[config.mk]
export PLATFORM = sky130hd
export DESIGN_NAME = aca_top
export DESIGN_NICKNAME = d
export VERILOG_FILES = /design/src/design/aca_pkg.sv /design/src/design/aca_top.sv /design/src/design/aca_sync3.sv /design/src/design/aca_queue.sv
export VERILOG_INCLUDE_DIRS = /design/src /design/src/design
export SDC_FILE = /design/constraint.sdc
export NUM_CORES = 1
export LEC_CHECK = 0
export BUFFER_PORTS_ARGS = -buffer_cell sky130_fd_sc_hd__buf_2
export CAP_MARGIN = 40
export CORE_ASPECT_RATIO = 2
export CORE_MARGIN = 2
export CORE_UTILIZATION = 55
export DETAILED_ROUTE_END_ITERATION = 10
export GPL_TIMING_DRIVEN = 0
export HOLD_SLACK_MARGIN = 0.05
export PLACE_DENSITY = 0.78
export SYNTH_ARGS = -nofsm -noshare
export SYNTH_HDL_FRONTEND = slang
export SYNTH_SLANG_ARGS = --single-unit
[constraint.sdc]
create_clock -name mclk -period 6.3 [get_ports mclk]
set_input_delay 1.575 -clock mclk [delete_from_list [all_inputs] [get_ports mclk]]
set_output_delay 1.575 -clock mclk [all_outputs]
set_load 0.01 [all_outputs]
[src/design/aca_consts.svh]
/*
 Named constants of the converter setup and alert comparator block:
 register pointers, field positions, reset values, decode tables and
 timing. Assumes it is included by bare name and may be seen twice.
*/
`ifndef ACA_CONSTS_SVH
`define ACA_CONSTS_SVH

// Register pointers.
`define PTR_RESULT    2'h0
`define PTR_CONFIG    2'h1
`define PTR_LOWER     2'h2
`define PTR_UPPER     2'h3

// Setup word field positions.
`define F_TRIG        15
`define F_SEL_HI      14
`define F_SEL_LO      12
`define F_GAIN_HI     11
`define F_GAIN_LO     9
`define F_MODE        8
`define F_RATE_HI     7
`define F_RATE_LO     5
`define F_WIN         4
`define F_POL         3
`define F_LAT         2
`define F_QUE_HI      1
`define F_QUE_LO      0
`define F_LIM_LO      4
`define F_SIGN        15

// Reset values.
`define RST_SEL       3'h0
`define RST_GAIN      3'h2
`define RST_MODE      1'h1
`define RST_RATE      3'h4
`define RST_WIN       1'h0
`define RST_POL       1'h0
`define RST_LAT       1'h0
`define RST_QUE       2'h3
`define RST_LOWER     16'h8000
`define RST_UPPER     16'h7ff0
`define LIM_RSVD      4'h0

// Mode and queue codes.
`define MODE_CONT     1'h0
`define MODE_SINGLE   1'h1
`define QUE_ONE       2'h0
`define QUE_TWO       2'h1
`define QUE_FOUR      2'h2
`define QUE_OFF       2'h3
`define NEED_ONE      3'h1
`define NEED_TWO      3'h2
`define NEED_FOUR     3'h4
`define NEED_NONE     3'h0

// Input pair decode.
`define NEG_IN1       3'h1
`define NEG_IN3       3'h3
`define NEG_GND       3'h4

// Full-scale range in millivolts.
`define FSR_6144      13'h1800
`define FSR_4096      13'h1000
`define FSR_2048      13'h0800
`define FSR_1024      13'h0400
`define FSR_0512      13'h0200
`define FSR_0256      13'h0100

// Sample rates in samples per second.
`define SPS_128       12'h080
`define SPS_250       12'h0fa
`define SPS_490       12'h1ea
`define SPS_920       12'h398
`define SPS_1600      12'h640
`define SPS_2400      12'h960
`define SPS_3300      12'hce4

// Ready pulse timing.
`define MCLK_MHZ      100
`define RDY_PULSE_NS  1000
`define RDY_CNT_W     12

`endif

[src/design/aca_pkg.sv]
/*
 Types of the converter setup and alert comparator block.
 Assumes the constants header is available on the include path.
*/
`include "aca_consts.svh"

package aca_pkg;

   typedef enum logic [1:0] {
      st_down   = 2'h0,
      st_single = 2'h1,
      st_cont   = 2'h2
   } aca_conv_e;

   typedef struct packed {
      logic [2:0]            in_sel;
      logic [2:0]            gain;
      logic                  mode;
      logic [2:0]            rate;
      logic                  win;
      logic                  pol;
      logic                  lat;
      logic [1:0]            que;
      logic [15:0]           lower;
      logic [15:0]           upper;
      logic [15:0]           result;
      aca_conv_e             conv;
      logic                  alert;
      logic                  eval;
      logic                  last_hit;
      logic                  last_below;
      logic                  clk_prev;
      logic [`RDY_CNT_W-1:0] rdy_cnt;
      logic [15:0]           rdata;
      logic                  rvalid;
      logic                  start;
      logic                  ack;
      logic [6:0]            ara_addr;
      logic [1:0]            pos;
      logic [2:0]            neg;
      logic [12:0]           full_scale_range;
      logic [11:0]           sps;
      logic                  pin;
      logic                  oe_n;
   } aca_state_s;

endpackage

[src/design/aca_top.sv]
/*
 Setup decoder and digital alert comparator of a small converter.
 Assumes a two-wire bus controller on mclk that presents decoded register
 pointer, write and read strobes, and an analog core with its own sample
 clock that holds each result steady for at least one of its periods.
*/
// Contract
// - Select field 14:12 pairs inputs, differential for codes 0-3, single-ended to ground for 4-7.
// - Gain field 11:9 picks full-scale range.
// - Mode bit 8: continuous or single shot.
// - Rate field 7:5 decodes sample rate.
// - Bit 4 picks traditional or window comparator.
// - Bit 3 sets asserted alert pin level.
// - Unlatched alert clears once results return.
// - Latched alert held until read or response.
// - Alert response replies with own address.
// - Queue code 11 disables comparator, floats pin.
// - Queue needs one, two or four hits.
// - Trigger bit starts conversion, reads idle status.
// - Limit sign bits select ready signalling.
// - Limits are signed sixteen-bit values; writes keep bits 15:4 and bits 3:0 are held at zero.
`timescale 1ns/1ps

`include "aca_consts.svh"

module aca_top
   import aca_pkg::*;
#(
   parameter int RDY_CYC =
      (`RDY_PULSE_NS * `MCLK_MHZ + 999) / 1000
) (
   // Clock and reset
   input  wire logic        mclk,
   input  wire logic        rst,
   // Register port from the bus controller
   input  wire logic [1:0]  reg_ptr,
   input  wire logic        reg_wr,
   input  wire logic [15:0] reg_wdata,
   input  wire logic        reg_rd,
   output logic      [15:0] reg_rdata,
   output logic             reg_rvalid,
   // Alert response
   input  wire logic        ara_req,
   input  wire logic        ara_won,
   input  wire logic [6:0]  dev_addr,
   output logic             ara_ack,
   output logic      [6:0]  ara_addr,
   // Analog core
   input  wire logic        ana_clk,
   input  wire logic        ana_done,
   input  wire logic [15:0] ana_result,
   output logic             conv_start,
   output logic             conv_run,
   output logic      [1:0]  pos_input,
   output logic      [2:0]  neg_input,
   output logic      [12:0] fsr_mv,
   output logic      [11:0] rate_sps,
   // Alert pin
   output logic             alert_o,
   output logic             alert_oe_n
);

   aca_state_s q;
   aca_state_s d;
   logic [1:0] ana_s;
   logic       new_res;
   logic       wr_cfg;
   logic       rd_res;
   logic       above;
   logic       below;
   logic       hit;
   logic       q_reached;
   logic       set_alert;
   logic       clr_alert;
   logic       rdy_mode;
   logic       act;

   if (RDY_CYC < 1 || RDY_CYC >= (1 << `RDY_CNT_W)) begin : g_bad_rdy
      $error("aca_top ready pulse length out of range");
   end

   function automatic logic [4:0] pair_decode(input logic [2:0] sel);
      if (sel[2]) begin
         pair_decode = {sel[1:0], `NEG_GND};
      end else if (sel == 3'h0) begin
         pair_decode = {2'h0, `NEG_IN1};
      end else begin
         pair_decode = {2'(sel - 3'h1), `NEG_IN3};
      end
   endfunction

   function automatic logic [12:0] fsr_decode(input logic [2:0] g);
      unique case (g)
         3'h0:    fsr_decode = `FSR_6144;
         3'h1:    fsr_decode = `FSR_4096;
         3'h2:    fsr_decode = `FSR_2048;
         3'h3:    fsr_decode = `FSR_1024;
         3'h4:    fsr_decode = `FSR_0512;
         default: fsr_decode = `FSR_0256;
      endcase
   endfunction

   function automatic logic [11:0] rate_decode(input logic [2:0] r);
      unique case (r)
         3'h0:    rate_decode = `SPS_128;
         3'h1:    rate_decode = `SPS_250;
         3'h2:    rate_decode = `SPS_490;
         3'h3:    rate_decode = `SPS_920;
         3'h4:    rate_decode = `SPS_1600;
         3'h5:    rate_decode = `SPS_2400;
         default: rate_decode = `SPS_3300;
      endcase
   endfunction

   // The sample clock is only looked at after the synchroniser settles.
   aca_sync3 #(
      .W (2)
   ) u_sync (
      .mclk     (mclk),
      .rst      (rst),
      .async_in ({ana_done, ana_clk}),
      .sync_out (ana_s)
   );

   aca_queue #(
      .CNT_W (3)
   ) u_queue (
      .mclk     (mclk),
      .rst      (rst),
      .tick     (new_res),
      .hit      (hit),
      .que_code (q.que),
      .reached  (q_reached)
   );

   assign new_res = ana_s[0] && !q.clk_prev && ana_s[1];
   assign wr_cfg  = reg_wr && (reg_ptr == `PTR_CONFIG);
   assign rd_res  = reg_rd && (reg_ptr == `PTR_RESULT);
   assign above   = $signed(ana_result) > $signed(q.upper);
   assign below   = $signed(ana_result) < $signed(q.lower);
   assign hit     = q.win ? (above || below) : above;

   // The run counter lags a result by a cycle, so judging waits for eval.
   assign set_alert = q.eval && q_reached;
   assign clr_alert = (q.eval && !q.lat &&
                       (q.win ? !q.last_hit : q.last_below))
                   || (q.lat && (rd_res || ara_won));

   always_comb begin
      d          = q;
      d.start    = 1'b0;
      d.ack      = 1'b0;
      d.rvalid   = 1'b0;
      d.eval     = 1'b0;
      d.clk_prev = ana_s[0];
      rdy_mode   = 1'b0;
      act        = 1'b0;
      if (wr_cfg) begin
         d.in_sel = reg_wdata[`F_SEL_HI:`F_SEL_LO];
         d.gain   = reg_wdata[`F_GAIN_HI:`F_GAIN_LO];
         d.mode   = reg_wdata[`F_MODE];
         d.rate   = reg_wdata[`F_RATE_HI:`F_RATE_LO];
         d.win    = reg_wdata[`F_WIN];
         d.pol    = reg_wdata[`F_POL];
         d.lat    = reg_wdata[`F_LAT];
         d.que    = reg_wdata[`F_QUE_HI:`F_QUE_LO];
      end
      if (reg_wr && reg_ptr == `PTR_LOWER) begin
         d.lower = {reg_wdata[15:`F_LIM_LO], `LIM_RSVD};
      end
      if (reg_wr && reg_ptr == `PTR_UPPER) begin
         d.upper = {reg_wdata[15:`F_LIM_LO], `LIM_RSVD};
      end
      unique case (q.conv)
         st_down: begin
            if (d.mode == `MODE_CONT) begin
               d.conv = st_cont;
            end else if (wr_cfg && reg_wdata[`F_TRIG]) begin
               d.conv  = st_single;
               d.start = 1'b1;
            end
         end
         st_single: begin
            if (new_res) begin
               d.conv = st_down;
            end
         end
         st_cont: begin
            if (d.mode == `MODE_SINGLE) begin
               d.conv = st_down;
            end
         end
         default: d.conv = st_down;
      endcase
      if (d.rdy_cnt != '0) begin
         d.rdy_cnt = q.rdy_cnt - `RDY_CNT_W'(1);
      end
      if (new_res) begin
         d.result     = ana_result;
         d.last_hit   = hit;
         d.last_below = below;
         d.eval       = 1'b1;
         if (q.conv == st_cont) begin
            d.rdy_cnt = `RDY_CNT_W'(RDY_CYC);
         end
      end
      if (d.que == `QUE_OFF) begin
         d.alert = 1'b0;
      end else if (set_alert) begin
         d.alert = 1'b1;
      end else if (clr_alert) begin
         d.alert = 1'b0;
      end
      if (ara_req && q.alert) begin
         d.ack      = 1'b1;
         d.ara_addr = dev_addr;
      end
      if (reg_rd) begin
         d.rvalid = 1'b1;
         unique case (reg_ptr)
            `PTR_RESULT: d.rdata = q.result;
            `PTR_CONFIG: d.rdata = {q.conv == st_down, q.in_sel, q.gain,
                                    q.mode, q.rate, q.win, q.pol, q.lat,
                                    q.que};
            `PTR_LOWER:  d.rdata = q.lower;
            default:     d.rdata = q.upper;
         endcase
      end
      {d.pos, d.neg} = pair_decode(d.in_sel);
      d.full_scale_range          = fsr_decode(d.gain);
      d.sps          = rate_decode(d.rate);
      rdy_mode = d.upper[`F_SIGN] && !d.lower[`F_SIGN];
      if (rdy_mode) begin
         act = (d.mode == `MODE_SINGLE) ? (d.conv == st_down)
                                        : (d.rdy_cnt != '0);
      end else begin
         act = d.alert;
      end
      d.pin  = d.pol ? act : !act;
      d.oe_n = (d.que == `QUE_OFF);
   end

   always_ff @(posedge mclk) begin
      if (rst) begin
         q        <= '0;
         q.in_sel <= `RST_SEL;
         q.gain   <= `RST_GAIN;
         q.mode   <= `RST_MODE;
         q.rate   <= `RST_RATE;
         q.win    <= `RST_WIN;
         q.pol    <= `RST_POL;
         q.lat    <= `RST_LAT;
         q.que    <= `RST_QUE;
         q.lower  <= `RST_LOWER;
         q.upper  <= `RST_UPPER;
         q.conv   <= st_down;
         q.neg    <= `NEG_IN1;
         q.full_scale_range    <= `FSR_2048;
         q.sps    <= `SPS_1600;
         q.pin    <= 1'b1;
         q.oe_n   <= 1'b1;
      end else begin
         q <= d;
      end
   end

   assign reg_rdata  = q.rdata;
   assign reg_rvalid = q.rvalid;
   assign ara_ack    = q.ack;
   assign ara_addr   = q.ara_addr;
   assign conv_start = q.start;
   assign conv_run   = (q.conv != st_down);
   assign pos_input  = q.pos;
   assign neg_input  = q.neg;
   assign fsr_mv     = q.full_scale_range;
   assign rate_sps   = q.sps;
   assign alert_o    = q.pin;
   assign alert_oe_n = q.oe_n;
endmodule

[src/design/aca_sync3.sv]
/*
 Three-stage synchroniser for levels from another clock domain.
 A bit changes at the output once the second and third stages agree.
 Assumes the inputs are plain levels with no timing relation to mclk.
*/
`timescale 1ns/1ps

module aca_sync3 #(
   parameter int W = 2
) (
   // Clock and reset
   input  wire logic         mclk,
   input  wire logic         rst,
   // Levels
   input  wire logic [W-1:0] async_in,
   output logic      [W-1:0] sync_out
);

   typedef struct packed {
      logic [W-1:0] s1;
      logic [W-1:0] s2;
      logic [W-1:0] s3;
      logic [W-1:0] o;
   } aca_sync_s;

   aca_sync_s q;
   aca_sync_s d;

   if (W < 1) begin : g_bad_width
      $error("aca_sync3 needs at least one bit");
   end

   always_comb begin
      d    = q;
      d.s1 = async_in;
      d.s2 = q.s1;
      d.s3 = q.s2;
      d.o  = (q.s2 & ~(q.s2 ^ q.s3)) | (q.o & (q.s2 ^ q.s3));
   end

   always_ff @(posedge mclk) begin
      if (rst) begin
         q <= '0;
      end else begin
         q <= d;
      end
   end

   assign sync_out = q.o;

endmodule

[src/design/aca_queue.sv]
/*
 Run counter of successive out-of-limit results for the alert queue.
 Assumes tick is a one-cycle pulse per new result on the same clock.
*/
`timescale 1ns/1ps

`include "aca_consts.svh"

module aca_queue #(
   parameter int CNT_W = 3
) (
   // Clock and reset
   input  wire logic       mclk,
   input  wire logic       rst,
   // Result events
   input  wire logic       tick,
   input  wire logic       hit,
   input  wire logic [1:0] que_code,
   // Run length reached
   output logic            reached
);

   typedef struct packed {
      logic [CNT_W-1:0] cnt;
   } aca_queue_s;

   aca_queue_s       q;
   aca_queue_s       d;
   logic [CNT_W-1:0] need;

   if (CNT_W < 3) begin : g_bad_width
      $error("aca_queue counter too narrow for a run of four");
   end

   function automatic logic [2:0] run_need(input logic [1:0] code);
      unique case (code)
         `QUE_ONE:  run_need = `NEED_ONE;
         `QUE_TWO:  run_need = `NEED_TWO;
         `QUE_FOUR: run_need = `NEED_FOUR;
         default:   run_need = `NEED_NONE;
      endcase
   endfunction

   assign need = CNT_W'(run_need(que_code));

   always_comb begin
      d = q;
      if (que_code == `QUE_OFF) begin
         d.cnt = '0;
      end else if (tick && !hit) begin
         d.cnt = '0;
      end else if (tick && q.cnt < need) begin
         d.cnt = q.cnt + CNT_W'(1);
      end
   end

   always_ff @(posedge mclk) begin
      if (rst) begin
         q <= '0;
      end else begin
         q <= d;
      end
   end

   assign reached = (que_code != `QUE_OFF) && (q.cnt >= need);
endmodule

==> impl_metrics.yaml <==
critical_path:
  critical_path.slowest_cell: "a311oi_1"
  path_class: "in2reg"
  max_stage_delay_ps: 690
  crit_path_start_kind: "primary input"
  crit_family: "compound AO/OA/AOI/OAI gates"
  crit_required_ps: 6560
  worstPathMaxFanout: 3
  path_buf_inv: 1
  crit_chain: "buf_2, ha_1, a21o_1, a211o_1, a2111oi_0, mux2i_1, a311oi_1, nor3_1"
  critPathCaptureType: "flop"
  arrival_ps: 3980
  worst-r2r-setup-slack_ps: 3450
cts:
  numCtsBuffers: 17
  clock_latency_ps: 410
  cts_hold_buffers: 0
  path_clk_slew_ps: 60
  clockBufferDepth: 2
  cts_setup_buffers: 0
  cts_max_level: 4
  root_buffer: "clkbuf_16"
  clock-sinks: 133
  cts_resized: 0
  cts_tree: "yes"
sta:
  hold_ws_ps: 443
  skew_ps: 5.56
  finalHoldViolCount: 0
  final_max_slew_viol_count: 0
  fin_crit_sh_pct: 59.0
  rsz0062_at_grt: "no"
  tightest_slew_ps: 935
  setup_viol: 0
  slew_headroom_pct: 37.5
  fmax_mhz: 269
  setup_tns_ps: 0
  min_period_ps: 3710
placement:
  gp_congestion: 0.960
  port_buffers: 96
  dp_hpwl_um: 13100
outcome:
  outcome: "finished clean"
drt:
  drcViolationCount: 0
  ant_nets: 0
  vias: 5695
  routed_wl_um: 17700
  drt-wirelength-per-cell_um: 17.7
  drtIter0Drc: 336
  dr.pass1.iters: 5
  viasPerCell: 5.68
yosys:
  synth.distinct_cells: 54
  synth_ff_type: "dfxtp_1"
  synth_commonest_cells: "dfxtp_1 (133), nand2_1 (113), nor2_1 (69), a21oi_1 (55), buf_4 (53)"
  async_reset_ff_share_pct: 0
  ys_top_cells_by_area: "dfxtp_1 (42%), nand2_1 (6.7%), buf_4 (6.3%)"
  synth_top_cell_by_area: "dfxtp_1"
  synth_area_um2: 6340
  ys_warn_count: 0
  synthCells: 725
  yosysSeqAreaShare_pct: 42.0
  synth_top_area_share_pct: 42.0
  yosysMostFrequentCell: "dfxtp_1"
  synth-edff-count: 0
  ys_ff_latch: 133
  syn_area_per_cell_um2: 8.74
power:
  switching_power_uw: 662
  ir_worst_vdd_mv: 0.247
  p_leak_uw: 0.00344
  switching_share_pct: 28.5
  combPwrFrac_pct: 19.2
  power_density_nw_per_um2: 306
  p_clk_share_pct: 40.7
  seq_power_share_pct: 40.1
  internal_power_uw: 1660
grt:
  grt_max_degree: 17
  grt_use_total_pct: 29.1
  antenna_found_initial: 0
  grt_pass1_wl_um: 27600
  grt_pass1_vias: 5887
  grt-ovfl-total: 0
die:
  rows: 55
  core_area_um2: 11300
  fp.dieH_um: 156
  initial_utilization_pct: 56.2
  dieArea_um2: 12500
  die_w_um: 79.9
  ios: 108
layout:
  regArea_um2: 2660
  diodes: 0
  area_growth_pct: 19.9
  multiInputGateArea_um2: 3050
  nets: 927
  drive_gt1_share_pct: 23.7
  num-fill-cells: 938
hold_path:
  hp-class: "reg2reg"
run:
  cap_violations: 0
worst paths after layout:
kind / start / to / cells after the start
setup reg to reg: q[58] / alert_o / 9
setup / recovery: ana_result[5] / u_queue.q[2] / 8
hold reg to reg: u_sync.d[4] / u_sync.d[2] / 1
hold / removal: u_sync.d[4] / u_sync.d[2] / 1
metal layers:
metal	share of wire [%]	global-route usage, %	up-vias
li1	-	-	2657
met1	33	26.2	2686
met2	54	53.7	262
met3	5.6	6.89	90
met4	7.2	21.5	0
met5	0	0	-
through the flow:
stage / worst slack [ps] / util (%) / power, uW / instances / cell area, um2
finish: 2590 / 67.4 / 2330 / 1003 / 7600
detailed placement: 2180 / 62.4 / 1390 / 972 / 7040
global placement: 2200 / 62.3 / 1380 / 971 / 7030
CTS: 2600 / 67.4 / 2330 / 1003 / 7600
floorplan: 2790 / - / 1270 / 733 / 6370
global route: 2450 / 67.4 / 2410 / 1003 / 7600
cells by family (layout without fill, tap and decap cells):
logic type | Yosys count | count (layout) | synth area share [%]
other cells | 1 | 9 | 0.0592
fa+ha+maj | 29 | 29 | 5.72
buf+inv | 119 | 247 | 10.3
compound gates | 106 | 106 | 10.6
flops | 133 | 133 | 42.0
simple gates | 282 | 282 | 20.4
mux | 46 | 46 | 9.63
xor+xnor | 9 | 9 | 1.24
state kept, by name, indices dropped and copies added, names as in the netlist, 2 cells and up, named ones only:
signal / flops
pos_input: 2
q: 74
reg_rdata: 16
u_sync.q: 2
u_queue.q: 3
rate_sps: 11
neg_input: 2
ara_addr: 7
fsr_mv: 5
u_sync.d: 4
power groups by stage:
stage / registers [uW] / logic [uW] / clock network, uW
3_3_place_gp: 946 / 431 / 0
2_1_floorplan: 937 / 332 / 0
6_report: 932 / 447 / 947
3_5_place_dp: 948 / 441 / 0
5_1_grt: 937 / 496 / 982
4_1_cts: 931 / 447 / 953
cell type report:
cell class              instances  share of cell area (%)
clock buffers                  17                    5.60
multi-input cells             481                    40.1
plain buffers                  88                    7.08
clock inverters                14                    1.83
well taps                     142                    2.34
inverters                      31                    1.53
flip-flops and latches        133                    35.0
repair buffers                 97                    6.47
worst register-to-register path: cells and delay by family, from the launching register on:
kind | cells | cell delay [ps]
flops | 1 | 370
simple gates | 3 | 1370
buf+inv | 2 | 260
fa+ha+maj | 1 | 140
compound gates | 3 | 620
placed cells by master, fill, tap and decap left out, types with 21 or more instances in the layout:
| cell type | instances |
|---|---|
| ha_1 | 29 |
| buf_2 | 96 |
| dfxtp_1 | 133 |
| clkbuf_1 | 24 |
| mux2i_1 | 34 |
| inv_1 | 31 |
| nand2_1 | 113 |
| nor2_1 | 69 |
| nand3_1 | 21 |
| buf_4 | 53 |
| a21oi_1 | 55 |
Note: power is estimated with default switching activity, not from simulation.
